### src/fpes_pkg.sv
// fpes_pkg: constants, timing figures and carrier types of the flash
// program/erase sequencer.
// assumes a 125 MHz sequencer clock; all counts derive from CLK_NS.
package fpes_pkg;

   // ------------------------------------------------------------
   // clock and array geometry
   // ------------------------------------------------------------
   localparam int CLK_NS = 8;
   localparam int UNIT_BYTES = 512;
   localparam int BLOCK_BYTES = 65536;
   localparam int UNITS = BLOCK_BYTES / UNIT_BYTES;
   localparam int UNIT_W = $clog2(UNITS);
   localparam int WEAR_W = 16;
   localparam logic [WEAR_W-1:0] WEAR_LIMIT = 16'h0064;
   localparam int TMR_W = 26;

   // ------------------------------------------------------------
   // longest times in ns; counts round down
   // ------------------------------------------------------------
   localparam int PROG_LO_NS = 1700000;
   localparam int PROG_HI_NS = 2100000;
   localparam int ERASE_LO_NS = 330000000;
   localparam int ERASE_HI_NS = 396000000;
   localparam int PSUSP_NS = 120000;
   localparam int PRES_NS = 50000;
   localparam int ESUSP1_NS = 120000;
   localparam int ERES1_NS = 1700000;
   localparam int ERES2_NS = 80000;
   localparam int EPRES_NS = 80000;
   localparam int FSTOP_NS = 20000;

   localparam int PROG_LO_CYC = PROG_LO_NS / CLK_NS;
   localparam int PROG_HI_CYC = PROG_HI_NS / CLK_NS;
   localparam int ERASE_LO_CYC = ERASE_LO_NS / CLK_NS;
   localparam int ERASE_HI_CYC = ERASE_HI_NS / CLK_NS;
   localparam int PSUSP_CYC = PSUSP_NS / CLK_NS;
   localparam int PRES_CYC = PRES_NS / CLK_NS;
   localparam int ESUSP1_CYC = ESUSP1_NS / CLK_NS;
   localparam int ERES1_CYC = ERES1_NS / CLK_NS;
   localparam int ERES2_CYC = ERES2_NS / CLK_NS;
   localparam int EPRES_CYC = EPRES_NS / CLK_NS;
   localparam int FSTOP_CYC = FSTOP_NS / CLK_NS;
   // reapplied pulse plus overhead must fit the first-resume bound
   localparam int PULSE_CYC = ERES1_CYC - ERES2_CYC;

   // ------------------------------------------------------------
   // types
   // ------------------------------------------------------------
   typedef enum logic [2:0]
   {
      C_NONE = 3'h0,
      C_PROG = 3'h1,
      C_ERASE = 3'h2,
      C_SUSP = 3'h3,
      C_RES = 3'h4,
      C_FSTOP = 3'h5
   } fpes_code_t;

   typedef enum logic [5:0]
   {
      S_IDLE = 6'h01,
      S_RUN = 6'h02,
      S_STOP = 6'h04,
      S_SUSP = 6'h08,
      S_RES = 6'h10,
      S_FSTOP = 6'h20
   } fpes_state_t;

   typedef struct packed
   {
      logic valid;
      fpes_code_t code;
      logic [UNIT_W-1:0] unit;
      logic boot;
      logic [WEAR_W-1:0] wear;
   } fpes_cmd_t;

   typedef struct packed
   {
      logic ready;
      logic suspended;
      logic hve_err;
      logic prot_err;
      logic ovw_err;
      logic cmd_rej;
   } fpes_status_t;

   typedef struct packed
   {
      logic ecc_err;
      logic par_err;
      logic undef;
   } fpes_rd_t;

endpackage : fpes_pkg

### src/fpes_seq.sv
// fpes_seq: program/erase sequencer of one code flash erase block, with
// suspend, resume and forced stop timing and write protection.
// assumes commands arrive as one-cycle strobes on the sequencer clock;
// serial path and high-voltage control come from pins.
`timescale 1ns/1ns
module fpes_seq #(
   parameter int PROG_LO_CYC = fpes_pkg::PROG_LO_CYC,
   parameter int PROG_HI_CYC = fpes_pkg::PROG_HI_CYC,
   parameter int ERASE_LO_CYC = fpes_pkg::ERASE_LO_CYC,
   parameter int ERASE_HI_CYC = fpes_pkg::ERASE_HI_CYC,
   parameter int PSUSP_CYC = fpes_pkg::PSUSP_CYC,
   parameter int PRES_CYC = fpes_pkg::PRES_CYC,
   parameter int ESUSP1_CYC = fpes_pkg::ESUSP1_CYC,
   parameter int ERES2_CYC = fpes_pkg::ERES2_CYC,
   parameter int EPRES_CYC = fpes_pkg::EPRES_CYC,
   parameter int PULSE_CYC = fpes_pkg::PULSE_CYC
) (
   // clock and reset
   input wire logic I_CLOCK,
   input wire logic I_RSTN,
   // commands and mode
   input wire fpes_pkg::fpes_cmd_t I_CMD,
   input wire logic I_ERASE_PRIO,
   // pins
   input wire logic I_SERIAL_PATH,
   input wire logic I_HV_SEC_CTL,
   // read check
   input wire logic I_RD_REQ,
   input wire logic [fpes_pkg::UNIT_W-1:0] I_RD_UNIT,
   // results
   output fpes_pkg::fpes_status_t O_STATUS,
   output fpes_pkg::fpes_rd_t O_RD
);

   localparam int TW = fpes_pkg::TMR_W;
   localparam int UN = fpes_pkg::UNITS;

   // ------------------------------------------------------------
   // state
   // ------------------------------------------------------------
   fpes_pkg::fpes_state_t state_ff;
   fpes_pkg::fpes_state_t nxt_state;
   fpes_pkg::fpes_status_t stat_ff;
   fpes_pkg::fpes_rd_t rd_ff;
   logic ser_s1_ff, ser_s2_ff, hv_s1_ff, hv_s2_ff, hv_prev_ff;
   logic erase_ff, cut_ff, wait_ff, reapply_ff;
   logic [fpes_pkg::UNIT_W-1:0] unit_ff;
   // one bit per unit; more state than a register bank warrants
   logic prog_map_ff [UN];
   logic undef_map_ff [UN];
   logic [TW-1:0] wait_cnt_ff;
   logic op_done, pulse_done, lat_done;

   // ------------------------------------------------------------
   // command decode
   // ------------------------------------------------------------
   fpes_pkg::fpes_cmd_t c;
   assign c = I_CMD;
   wire st_idle = (state_ff == fpes_pkg::S_IDLE);
   wire st_run = (state_ff == fpes_pkg::S_RUN);
   wire st_stop = (state_ff == fpes_pkg::S_STOP);
   wire st_susp = (state_ff == fpes_pkg::S_SUSP);
   wire st_res = (state_ff == fpes_pkg::S_RES);
   wire st_fstop = (state_ff == fpes_pkg::S_FSTOP);
   wire is_p = c.valid && c.code == fpes_pkg::C_PROG;
   wire is_e = c.valid && c.code == fpes_pkg::C_ERASE;
   wire is_s = c.valid && c.code == fpes_pkg::C_SUSP;
   wire is_r = c.valid && c.code == fpes_pkg::C_RES;
   wire is_f = c.valid && c.code == fpes_pkg::C_FSTOP;
   wire worn = (c.wear >= fpes_pkg::WEAR_LIMIT);
   wire prot_hit = c.boot && !ser_s2_ff;
   wire ovw_hit = prog_map_ff[c.unit];
   wire try_pe = (is_p || is_e) && st_idle;
   wire acc_p = is_p && st_idle && !prot_hit && !ovw_hit;
   wire acc_e = is_e && st_idle && !prot_hit;
   // suspend meeting the end of work is refused, work completes
   wire acc_s = is_s && st_run && !op_done;
   wire acc_r = is_r && st_susp;
   wire acc_f = is_f && !st_idle && !st_fstop;
   wire acc_any = acc_p || acc_e || acc_s || acc_r || acc_f;
   // second suspend or erasure priority waits for pulse end
   wire susp_wait = erase_ff && (I_ERASE_PRIO || cut_ff);
   wire hv_fall = hv_prev_ff && !hv_s2_ff;

   // ------------------------------------------------------------
   // timer control
   // ------------------------------------------------------------
   // program time by wear
   wire [TW-1:0] prog_val = worn ? TW'(PROG_HI_CYC) : TW'(PROG_LO_CYC);
   wire [TW-1:0] erase_val = worn ? TW'(ERASE_HI_CYC) : TW'(ERASE_LO_CYC);
   wire op_load = acc_p || acc_e;
   wire [TW-1:0] op_val = is_e ? erase_val : prog_val;
   wire pulsing = erase_ff && (st_run || (st_stop && wait_ff));
   wire op_run = st_run || (st_stop && wait_ff);
   wire res_exit = st_res && lat_done;
   // reapply a full pulse after a cut
   wire pulse_load = acc_e || (pulsing && pulse_done) ||
                     (res_exit && reapply_ff);
   wire [TW-1:0] susp_val = erase_ff ? TW'(ESUSP1_CYC) : TW'(PSUSP_CYC);
   wire [TW-1:0] res_val = !erase_ff ? TW'(PRES_CYC) :
                           I_ERASE_PRIO ? TW'(EPRES_CYC) : TW'(ERES2_CYC);
   wire [TW-1:0] lat_val = acc_f ? TW'(fpes_pkg::FSTOP_CYC) :
                           acc_r ? res_val : susp_val;
   wire lat_load = (acc_s && !susp_wait) || acc_r || acc_f;
   wire lat_run = (st_stop && !wait_ff) || st_res || st_fstop;
   wire op_end = op_run && op_done;
   wire pulse_end = pulsing && pulse_done;

   fpes_timer #(.WIDTH(TW)) u_op (
      .i_clock(I_CLOCK),
      .i_rstn(I_RSTN),
      .i_load(op_load),
      .i_value(op_val),
      .i_run(op_run),
      .o_done(op_done)
   );

   fpes_timer #(.WIDTH(TW)) u_pulse (
      .i_clock(I_CLOCK),
      .i_rstn(I_RSTN),
      .i_load(pulse_load),
      .i_value(TW'(PULSE_CYC)),
      .i_run(pulsing),
      .o_done(pulse_done)
   );

   fpes_timer #(.WIDTH(TW)) u_lat (
      .i_clock(I_CLOCK),
      .i_rstn(I_RSTN),
      .i_load(lat_load),
      .i_value(lat_val),
      .i_run(lat_run),
      .o_done(lat_done)
   );

   // ------------------------------------------------------------
   // sequence
   // ------------------------------------------------------------
   always_comb
   begin
      nxt_state = state_ff;
      unique case (state_ff)
         fpes_pkg::S_IDLE:
            if (acc_p || acc_e)
               nxt_state = fpes_pkg::S_RUN;
         fpes_pkg::S_RUN:
            if (acc_f)
               nxt_state = fpes_pkg::S_FSTOP;
            else if (op_end)
               nxt_state = fpes_pkg::S_IDLE;
            else if (acc_s)
               nxt_state = fpes_pkg::S_STOP;
         fpes_pkg::S_STOP:
            if (acc_f)
               nxt_state = fpes_pkg::S_FSTOP;
            else if (wait_ff && op_end)
               nxt_state = fpes_pkg::S_IDLE;
            else if (wait_ff ? pulse_end : lat_done)
               nxt_state = fpes_pkg::S_SUSP;
         fpes_pkg::S_SUSP:
            if (acc_f)
               nxt_state = fpes_pkg::S_FSTOP;
            else if (acc_r)
               nxt_state = fpes_pkg::S_RES;
         fpes_pkg::S_RES:
            if (acc_f)
               nxt_state = fpes_pkg::S_FSTOP;
            else if (lat_done)
               nxt_state = fpes_pkg::S_RUN;
         fpes_pkg::S_FSTOP:
            if (lat_done)
               nxt_state = fpes_pkg::S_IDLE;
         default:
            nxt_state = fpes_pkg::S_IDLE;
      endcase
   end

   always_ff @(posedge I_CLOCK)
   begin
      if (!I_RSTN)
      begin
         state_ff <= fpes_pkg::S_IDLE;
         erase_ff <= 1'b0;
         cut_ff <= 1'b0;
         wait_ff <= 1'b0;
         reapply_ff <= 1'b0;
         unit_ff <= '0;
      end
      else
      begin
         state_ff <= nxt_state;
         if (op_load)
         begin
            erase_ff <= is_e;
            unit_ff <= c.unit;
         end
         if (acc_s)
            wait_ff <= susp_wait;
         // pulse end forgets cuts; a new cut marks the pulse
         if (op_load || pulse_end)
            cut_ff <= 1'b0;
         else if (acc_s && erase_ff && !susp_wait)
            cut_ff <= 1'b1;
         if (acc_s)
            reapply_ff <= erase_ff && !susp_wait;
      end
   end

   // ------------------------------------------------------------
   // unit state maps
   // ------------------------------------------------------------
   wire fin = st_fstop && lat_done;
   always_ff @(posedge I_CLOCK)
   begin
      for (int i = 0; i < UN; i++)
      begin
         if (!I_RSTN)
         begin
            prog_map_ff[i] <= 1'b0;
            undef_map_ff[i] <= 1'b0;
         end
         // erase clears the block for new data
         else if (op_end && erase_ff)
         begin
            prog_map_ff[i] <= 1'b0;
            undef_map_ff[i] <= 1'b0;
         end
         // stopped erase leaves the whole block undefined
         else if (fin && erase_ff)
            undef_map_ff[i] <= 1'b1;
         else if (i == int'(unit_ff) && !erase_ff && (op_end || fin))
         begin
            prog_map_ff[i] <= 1'b1;
            undef_map_ff[i] <= fin;
         end
      end
   end

   // ------------------------------------------------------------
   // pins, status and read check
   // ------------------------------------------------------------
   always_ff @(posedge I_CLOCK)
   begin
      if (!I_RSTN)
      begin
         {ser_s1_ff, ser_s2_ff} <= 2'h0;
         {hv_s1_ff, hv_s2_ff, hv_prev_ff} <= 3'h0;
      end
      else
      begin
         {ser_s1_ff, ser_s2_ff} <= {I_SERIAL_PATH, ser_s1_ff};
         {hv_s1_ff, hv_s2_ff, hv_prev_ff} <= {I_HV_SEC_CTL, hv_s1_ff, hv_s2_ff};
      end
   end

   always_ff @(posedge I_CLOCK)
   begin
      if (!I_RSTN)
      begin
         stat_ff <= '{ready: 1'b1, default: 1'b0};
         rd_ff <= '0;
         wait_cnt_ff <= '0;
      end
      else
      begin
         stat_ff.ready <= (nxt_state == fpes_pkg::S_IDLE) ||
                          (nxt_state == fpes_pkg::S_SUSP);
         stat_ff.suspended <= (nxt_state == fpes_pkg::S_SUSP);
         // fall while busy sets the error; set wins
         stat_ff.hve_err <= (hv_fall && !stat_ff.ready) ||
                            (stat_ff.hve_err && !op_load);
         stat_ff.prot_err <= try_pe && prot_hit;
         stat_ff.ovw_err <= is_p && st_idle && !prot_hit && ovw_hit;
         stat_ff.cmd_rej <= c.valid && !acc_any;
         // blank unit reads as ECC and parity error
         rd_ff.ecc_err <= I_RD_REQ && !prog_map_ff[I_RD_UNIT];
         rd_ff.par_err <= I_RD_REQ && !prog_map_ff[I_RD_UNIT];
         rd_ff.undef <= I_RD_REQ && undef_map_ff[I_RD_UNIT];
         // cycles since the last accepted command
         if (acc_any)
            wait_cnt_ff <= '0;
         else if (!(&wait_cnt_ff))
            wait_cnt_ff <= wait_cnt_ff + 1'b1;
      end
   end

   assign O_STATUS = stat_ff;
   assign O_RD = rd_ff;
endmodule : fpes_seq

### src/fpes_timer.sv
// fpes_timer: loadable down counter used for pulse, work and latency.
// assumes load and run come from logic on the same clock.
`timescale 1ns/1ns
module fpes_timer #(
   parameter int WIDTH = 26
) (
   // clock and reset
   input wire logic i_clock,
   input wire logic i_rstn,
   // control
   input wire logic i_load,
   input wire logic [WIDTH-1:0] i_value,
   input wire logic i_run,
   // state
   output logic o_done
);

   logic [WIDTH-1:0] count_ff;
   logic [WIDTH-1:0] nxt_count;
   wire zero = (count_ff == '0);

   // load beats run; counter parks at zero
   assign nxt_count = i_load ? i_value :
                      (i_run && !zero) ? count_ff - 1'b1 : count_ff;
   assign o_done = zero;

   always_ff @(posedge i_clock)
   begin
      if (!i_rstn)
         count_ff <= '0;
      else
         count_ff <= nxt_count;
   end

endmodule : fpes_timer

### config.mk
export PLATFORM = sky130hd
export DESIGN_NAME = fpes_seq
export DESIGN_NICKNAME = d
export VERILOG_FILES = /design/src/fpes_pkg.sv /design/src/fpes_seq.sv /design/src/fpes_timer.sv
export SDC_FILE = /design/constraint.sdc
export NUM_CORES = 1
export LEC_CHECK = 0
export BUFFER_PORTS_ARGS = -buffer_cell sky130_fd_sc_hd__buf_2
export CORE_MARGIN = 4
export CORE_UTILIZATION = 41
export CTS_CLUSTER_SIZE = 40
export DETAILED_ROUTE_END_ITERATION = 12
export SLEW_MARGIN = 15
export SYNTH_ARGS = -nofsm -noshare
export SYNTH_HDL_FRONTEND = slang
export SYNTH_HIERARCHICAL = 1
export SYNTH_SLANG_ARGS = --single-unit
export TNS_END_PERCENT = 10
### constraint.sdc
create_clock -name I_CLOCK -period 3.5 [get_ports I_CLOCK]
set_input_delay 0.7 -clock I_CLOCK [delete_from_list [all_inputs] [get_ports I_CLOCK]]
set_output_delay 0.7 -clock I_CLOCK [all_outputs]
set_load 0.005 [all_outputs]
Yosys cells after proc, flatten, opt, wreduce, memory -nomap -nowiden --
Memory sizes are Yosys's and may differ from the RTL's. Index checks and enable logic that the tools add are counted.
Storage, ports and cells: flip-flop bits (word level) 108, bits in writable memories 256, word-level logic and storage cells 2466, memories kept 2
Cells by class: $add $sub $neg 3, magnitude comparators 1, equality and inequality tests 140, muxes and demuxes 1314, bitwise gates (word level) 641, reduce and logical (&&, ||, !) cells 342
Memories:
- prog_map_ff | words 128, width 1, read ports 2, clocked after Yosys merged registers in 0, write ports 128, line fpes_seq.sv:49 | logic prog_map_ff [UN];
- undef_map_ff | words 128, width 1, read ports 1, clocked after Yosys merged registers in 0, write ports 128, line fpes_seq.sv:50 | logic undef_map_ff [UN];
Operator list (number):
- two-way mux 1 bit | 1289
- OR 1 bit | 640
- == test 7 bit (first input constant) | 64
- logical AND 1 bit | 300
- == test 6 x 7 -> 1 bit (first input constant) | 32
- two-way mux 26 bit | 5
- == test 5 x 7 -> 1 bit (first input constant) | 16
- zero test 26 bit | 3
- subtractor 26 x 1 -> 26 bit (second input constant) | 3
- two-way mux 6 bit | 12
- == test 4 x 7 -> 1 bit (first input constant) | 8
- two-way mux 14 bit | 3
- two-way mux 18 bit | 2
- case mux 6 bit (6 select lines) | 1
- == test 3 x 7 -> 1 bit (first input constant) | 4
- two-way mux 24 bit | 1
- two-way mux 19 bit | 1
- logical OR 1 bit | 17
- greater-or-equal comparator 16 x 7 -> 1 bit (second input constant) | 1
- zero test 1 bit | 16
- == test 2 x 7 -> 1 bit (first input constant) | 2
- == test 6 x 1 -> 1 bit (second input constant) | 2
- == test 6 x 4 -> 1 bit (second input constant) | 2
- == test 1 x 7 -> 1 bit (first input constant) | 1
- 11 further kinds | 16

Logic depth before layout (Yosys ltp) --
depth in word-level cells 12, gate-level depth with buffers 17

Modules after synthesis --
Netlist, hierarchy kept.
By module, submodules not included:
- fpes_seq | times used 1, cells an instance 1455, area each 15875.2 um^2, sequential area each 8267.9 um^2
- fpes_timer | times used 3, cells an instance 194, area each 1590.3 um^2, sequential area each 520.5 um^2

Worst setup path after synthesis --
OpenSTA, ideal clock, no wires.
kind in2reg, start point input I_CMD[18] (netlist name), end point register u_op.count_ff[1], data arrival time 3.413 ns, required time 3.438 ns, setup slack 0.025 ns, stages 13, buffers on the path 5, path through buf_2 -> buf_4 -> buf_2 -> mux2i_1 -> nand3_1 -> a31oi_1 -> or4b_1 -> nand4_2 -> buf_4 -> o21ai_1 -> clkbuf_1 -> or4b_2 -> nand3_1
On the way: word-level cells in the longest chain between the ends 5, elaborated cells on any way between the ends 6, those cells by class mux: 1; reduce/logical: 4; memory: 1
RTL lines:
- from (decl) | line fpes_seq.sv:22 | input wire fpes_pkg::fpes_cmd_t I_CMD,
- memory (128 x 1 bit) (*)
- zero test 1 bit (*) | line fpes_seq.sv:74 | wire acc_p = is_p && st_idle && !prot_hit && !ovw_hit;
- logical AND 1 bit (*) | line fpes_seq.sv:74
- logical OR 1 bit (*) | line fpes_seq.sv:91 | wire op_load = acc_p || acc_e;
- via op_load | line fpes_seq.sv:91
- two-way mux 26 bit or nonzero test 2 bit (tied branches)
- to (signal assigned) | line fpes_timer.sv:32 | count_ff <= nxt_count;
- to (decl) | line fpes_timer.sv:18 | logic [WIDTH-1:0] count_ff;
The timed path passes the listed nets; every way through them passes the cells marked *. A chain may end at the register's enable or synchronous reset.

Final worst setup path --
start point register state_ff[5], end point register u_lat.count_ff[21]
On the way: elaborated cells on any way between the ends 22, those cells by class eq/ne: 6; mux: 1; reduce/logical: 15
RTL lines:
- from (decl) | line fpes_seq.sv:41 | fpes_pkg::fpes_state_t state_ff;
- from (signal assigned) | line fpes_seq.sv:182 | state_ff <= fpes_pkg::S_IDLE;
- from (signal assigned) | line fpes_seq.sv:191 | state_ff <= nxt_state;
- == test 6 x 3 -> 1 bit | line fpes_seq.sv:61 | wire st_stop = (state_ff == fpes_pkg::S_STOP);
- logical AND 1 bit | line fpes_seq.sv:105 | wire lat_run = (st_stop && !wait_ff) || st_res || st_fstop;
- logical OR 1 bit | line fpes_seq.sv:105
- logical OR 1 bit (*) | line fpes_seq.sv:105
- via lat_run | line fpes_seq.sv:105
- logical AND 1 bit (*) | line fpes_timer.sv:24 | (i_run && !zero) ? count_ff - 1'b1 : count_ff;
- nonzero test 2 bit (no source line) (*)
- to (signal assigned) | line fpes_timer.sv:32
- to (decl) | line fpes_timer.sv:18
Marked as above.

==> results.ini <==
[run_status]
status = finished, final reports clean

[floorplanning]
core_mm2 = 0.0494
die_area_mm2 = 0.0540
die-width_um = 232
start_util_pct = 41.8
io_pins = 50
rows = 81
chipHeight_um = 232

[sta]
period_share_pct = 94.4
fin_skew_ns = 0.0163
fmax_mhz = 303
tightestPinTransition_ns = 1.05
final-setup-viol-count = 0
layout_setup_ws_ns = 0.194
drv_slew = 0
min_period_ns = 3.31
tns_ns = 0
fin_hold_ws_ns = 0.346
slew_headroom_pct = 29.7
hold_viol = 0
rsz0062_at_grt = no

[global_route]
grt_usage_pct = 20.5
antenna_found_initial = 4
grt_max_degree = 130
grt_pass1_wl_um = 87300
grt_pass1_vias = 15300
grt.overflow.total = 0

[final_layout]
fin_nets = 2104
area_growth_pct = 12.7
fillers = 4599
drive_gt1_share_pct = 16.5
final_cell_mix = 414 x o21ai_0, 254 x edfxtp_1, 166 x nand2_1, 164 x nor2_1, 110 x dfxtp_1
final_common_cell = o21ai_0
utilization_pct = 47.2

[critical_path]
worstSetupEndpointType = flop
crit_path_max_fanout = 9
worstSetupStartpointType = flop
worstPathArrival_ns = 3.79
worstPathRequired_ns = 3.99
criticalPathCategory = flop to flop

[power]
powerDensity_mw_per_mm2 = 448
p_leak_nw = 8.40
total_power_mw = 10.4
vdd_drop_max_mv = 0.407

[synth]
syn_area_mm2 = 0.0206
synth_seq_cells = 364
synth_edf_count = 254
syn_area_per_cell_um2 = 10.1
postSynthCellCount = 2037
seq_area_frac_synth_pct = 47.6
synth_async_sr_flop_share_pct = 0
ys.flop_type = edfxtp_1
synthDistinctLibCells = 75
synth_warnings = 6

[route]
via_per_inst = 5.86
vias = 16100
route.detailed.drc = 0
drt_iter0_markers = 1776
routedWlPerCell_um = 20.3
drt-pass1-iter-count = 8
ant_nets = 0
wirelength_um = 56000

[placement]
gp_congestion = 0.879
dp_worst_setup_slack_ns = -0.144
numPortBuffers = 47
hpwl_um = 36100

[clock_network]
cts_sinks = 364
clk_pin_slew_ns = 0.06
insertion_delay_ns = 0.58
cts_buffer_depth = 3
postCtsSetupBuffers = 0
cts_tree = built
cts_made_buffers = 42
htree_levels = 2
cts_root_buf = clkbuf_16

[flow_run]
maxCapViolCount = 0

[worst_hold_path]
hold_class = input pin to flop

## layer usage
metal | part of all wire (%) | track usage, % | vias up
met5 | 0.070 | 0 | -
met4 | 2.2 | 4.93 | 6
met3 | 7.3 | 3.75 | 97
met2 | 48 | 34.1 | 511
met1 | 43 | 28.0 | 7901
li1 | - | - | 7621
## path summary, 6_finish.rpt
| path | slack (ns) | endpoint | from | cells after the start |
|---|---|---|---|---|
| worst max-delay path | 0.19 | u_lat/count_ff[21] | state_ff[5] | 8 |
| worst min-delay path | 0.35 | ser_s1_ff | I_SERIAL_PATH | 2 |
| worst max register to register | 0.19 | u_lat/count_ff[21] | state_ff[5] | 8 |
| worst min register to register | 0.46 | hv_prev_ff | hv_s2_ff | 1 |
## report_power, final
| part | total (mW) | leakage [nW] | internal [mW] | switching, mW |
|---|---|---|---|---|
| Sequential | 4.82 | 3.51 | 4.73 | 0.0930 |
| Combinational | 1.04 | 4.19 | 0.446 | 0.595 |
| Clock | 4.58 | 0.700 | 2.73 | 1.85 |
## synth_stat cells, types with 10 or more instances
library cell	n	area, um^2
inv_1	56	210
buf_2	12	60.1
o21ai_0	414	2070
nor2b_1	17	106
a31oi_1	31	194
o211ai_1	13	97.6
mux4_2	98	2210
a211oi_1	15	113
and4_1	16	140
nand2_1	167	627
a22oi_1	10	75.1
nand4_1	35	219
nor3_1	41	205
nor3b_1	10	75.1
clkbuf_1	169	634
mux2i_1	45	450
dfxtp_1	110	2200
or4_1	18	135
nand2b_1	15	93.8
a21oi_1	53	265
nor2_1	164	616
or3_1	26	163
xnor2_1	35	307
nand3_1	54	270
edfxtp_1	254	7630
and3_1	12	75.1
## layout make-up
| class | count | area [um^2] | area share (%) |
|---|---|---|---|
| Timing Repair Buffer | 131 | 1020 | 4.39 |
| Sequential cell | 364 | 9830 | 42.2 |
| Clock buffer | 55 | 1170 | 5.03 |
| Antenna cell | 1 | 2.50 | 0.0108 |
| Multi-Input combinational cell | 1459 | 9950 | 42.8 |
| Tap cell | 664 | 831 | 3.57 |
| Inverter | 57 | 214 | 0.919 |
| Clock inverter | 23 | 253 | 1.09 |
## sequential cells by signal, summed over array words and instances, names as in the netlist
name,count
ser_s2_ff,1
u_op/count_ff,26
ser_s1_ff,1
hv_s2_ff,1
O_STATUS,6
state_ff,6
hv_prev_ff,1
cut_ff,1
u_pulse/count_ff,26
erase_ff,1
undef_map_ff,128
unit_ff,7
O_RD,2
wait_ff,1
reapply_ff,1
u_lat/count_ff,26
hv_s1_ff,1
prog_map_ff,128
## metrics by stage
step / std cells / area [um^2]
after floorplan: 2080 / 20800
after global placement: 2675 / 21800
after detailed placement: 2675 / 21800
after CTS: 2753 / 23300
after global routing: 2753 / 23300
final: 2754 / 23300
## what timing repair did
item | 4_1_cts | 5_1_grt
setup endpoints to repair | 0 | 1
hold buffers | 0 | 0
resized for setup | 0 | 1
hold endpoints to repair | 0 | 0
## worst max-delay path, stage by stage (launching register included)
cell	delay [ns]
dfxtp_1	0.35
or4_4	0.57
or3_1	0.37
o21ai_0	0.50
nor3b_1	0.25
nand4_1	0.27
nor4b_4	0.55
a211oi_1	0.15
nor3b_1	0.20
## cell families after synthesis
family                     Yosys count  share of synthesized area (%)
AOI/OAI and AO/OA                  578                           15.3
xor gates and xnor gates            39                           1.65
adders and majority gates            8                          0.485
buffers and inverters              257                           5.10
DFF                                364                           47.6
muxes                              145                           13.0
other                                2                         0.0364
and+or+nand+nor                    644                           16.8
No activity file was read; power rests on OpenSTA's default activity.
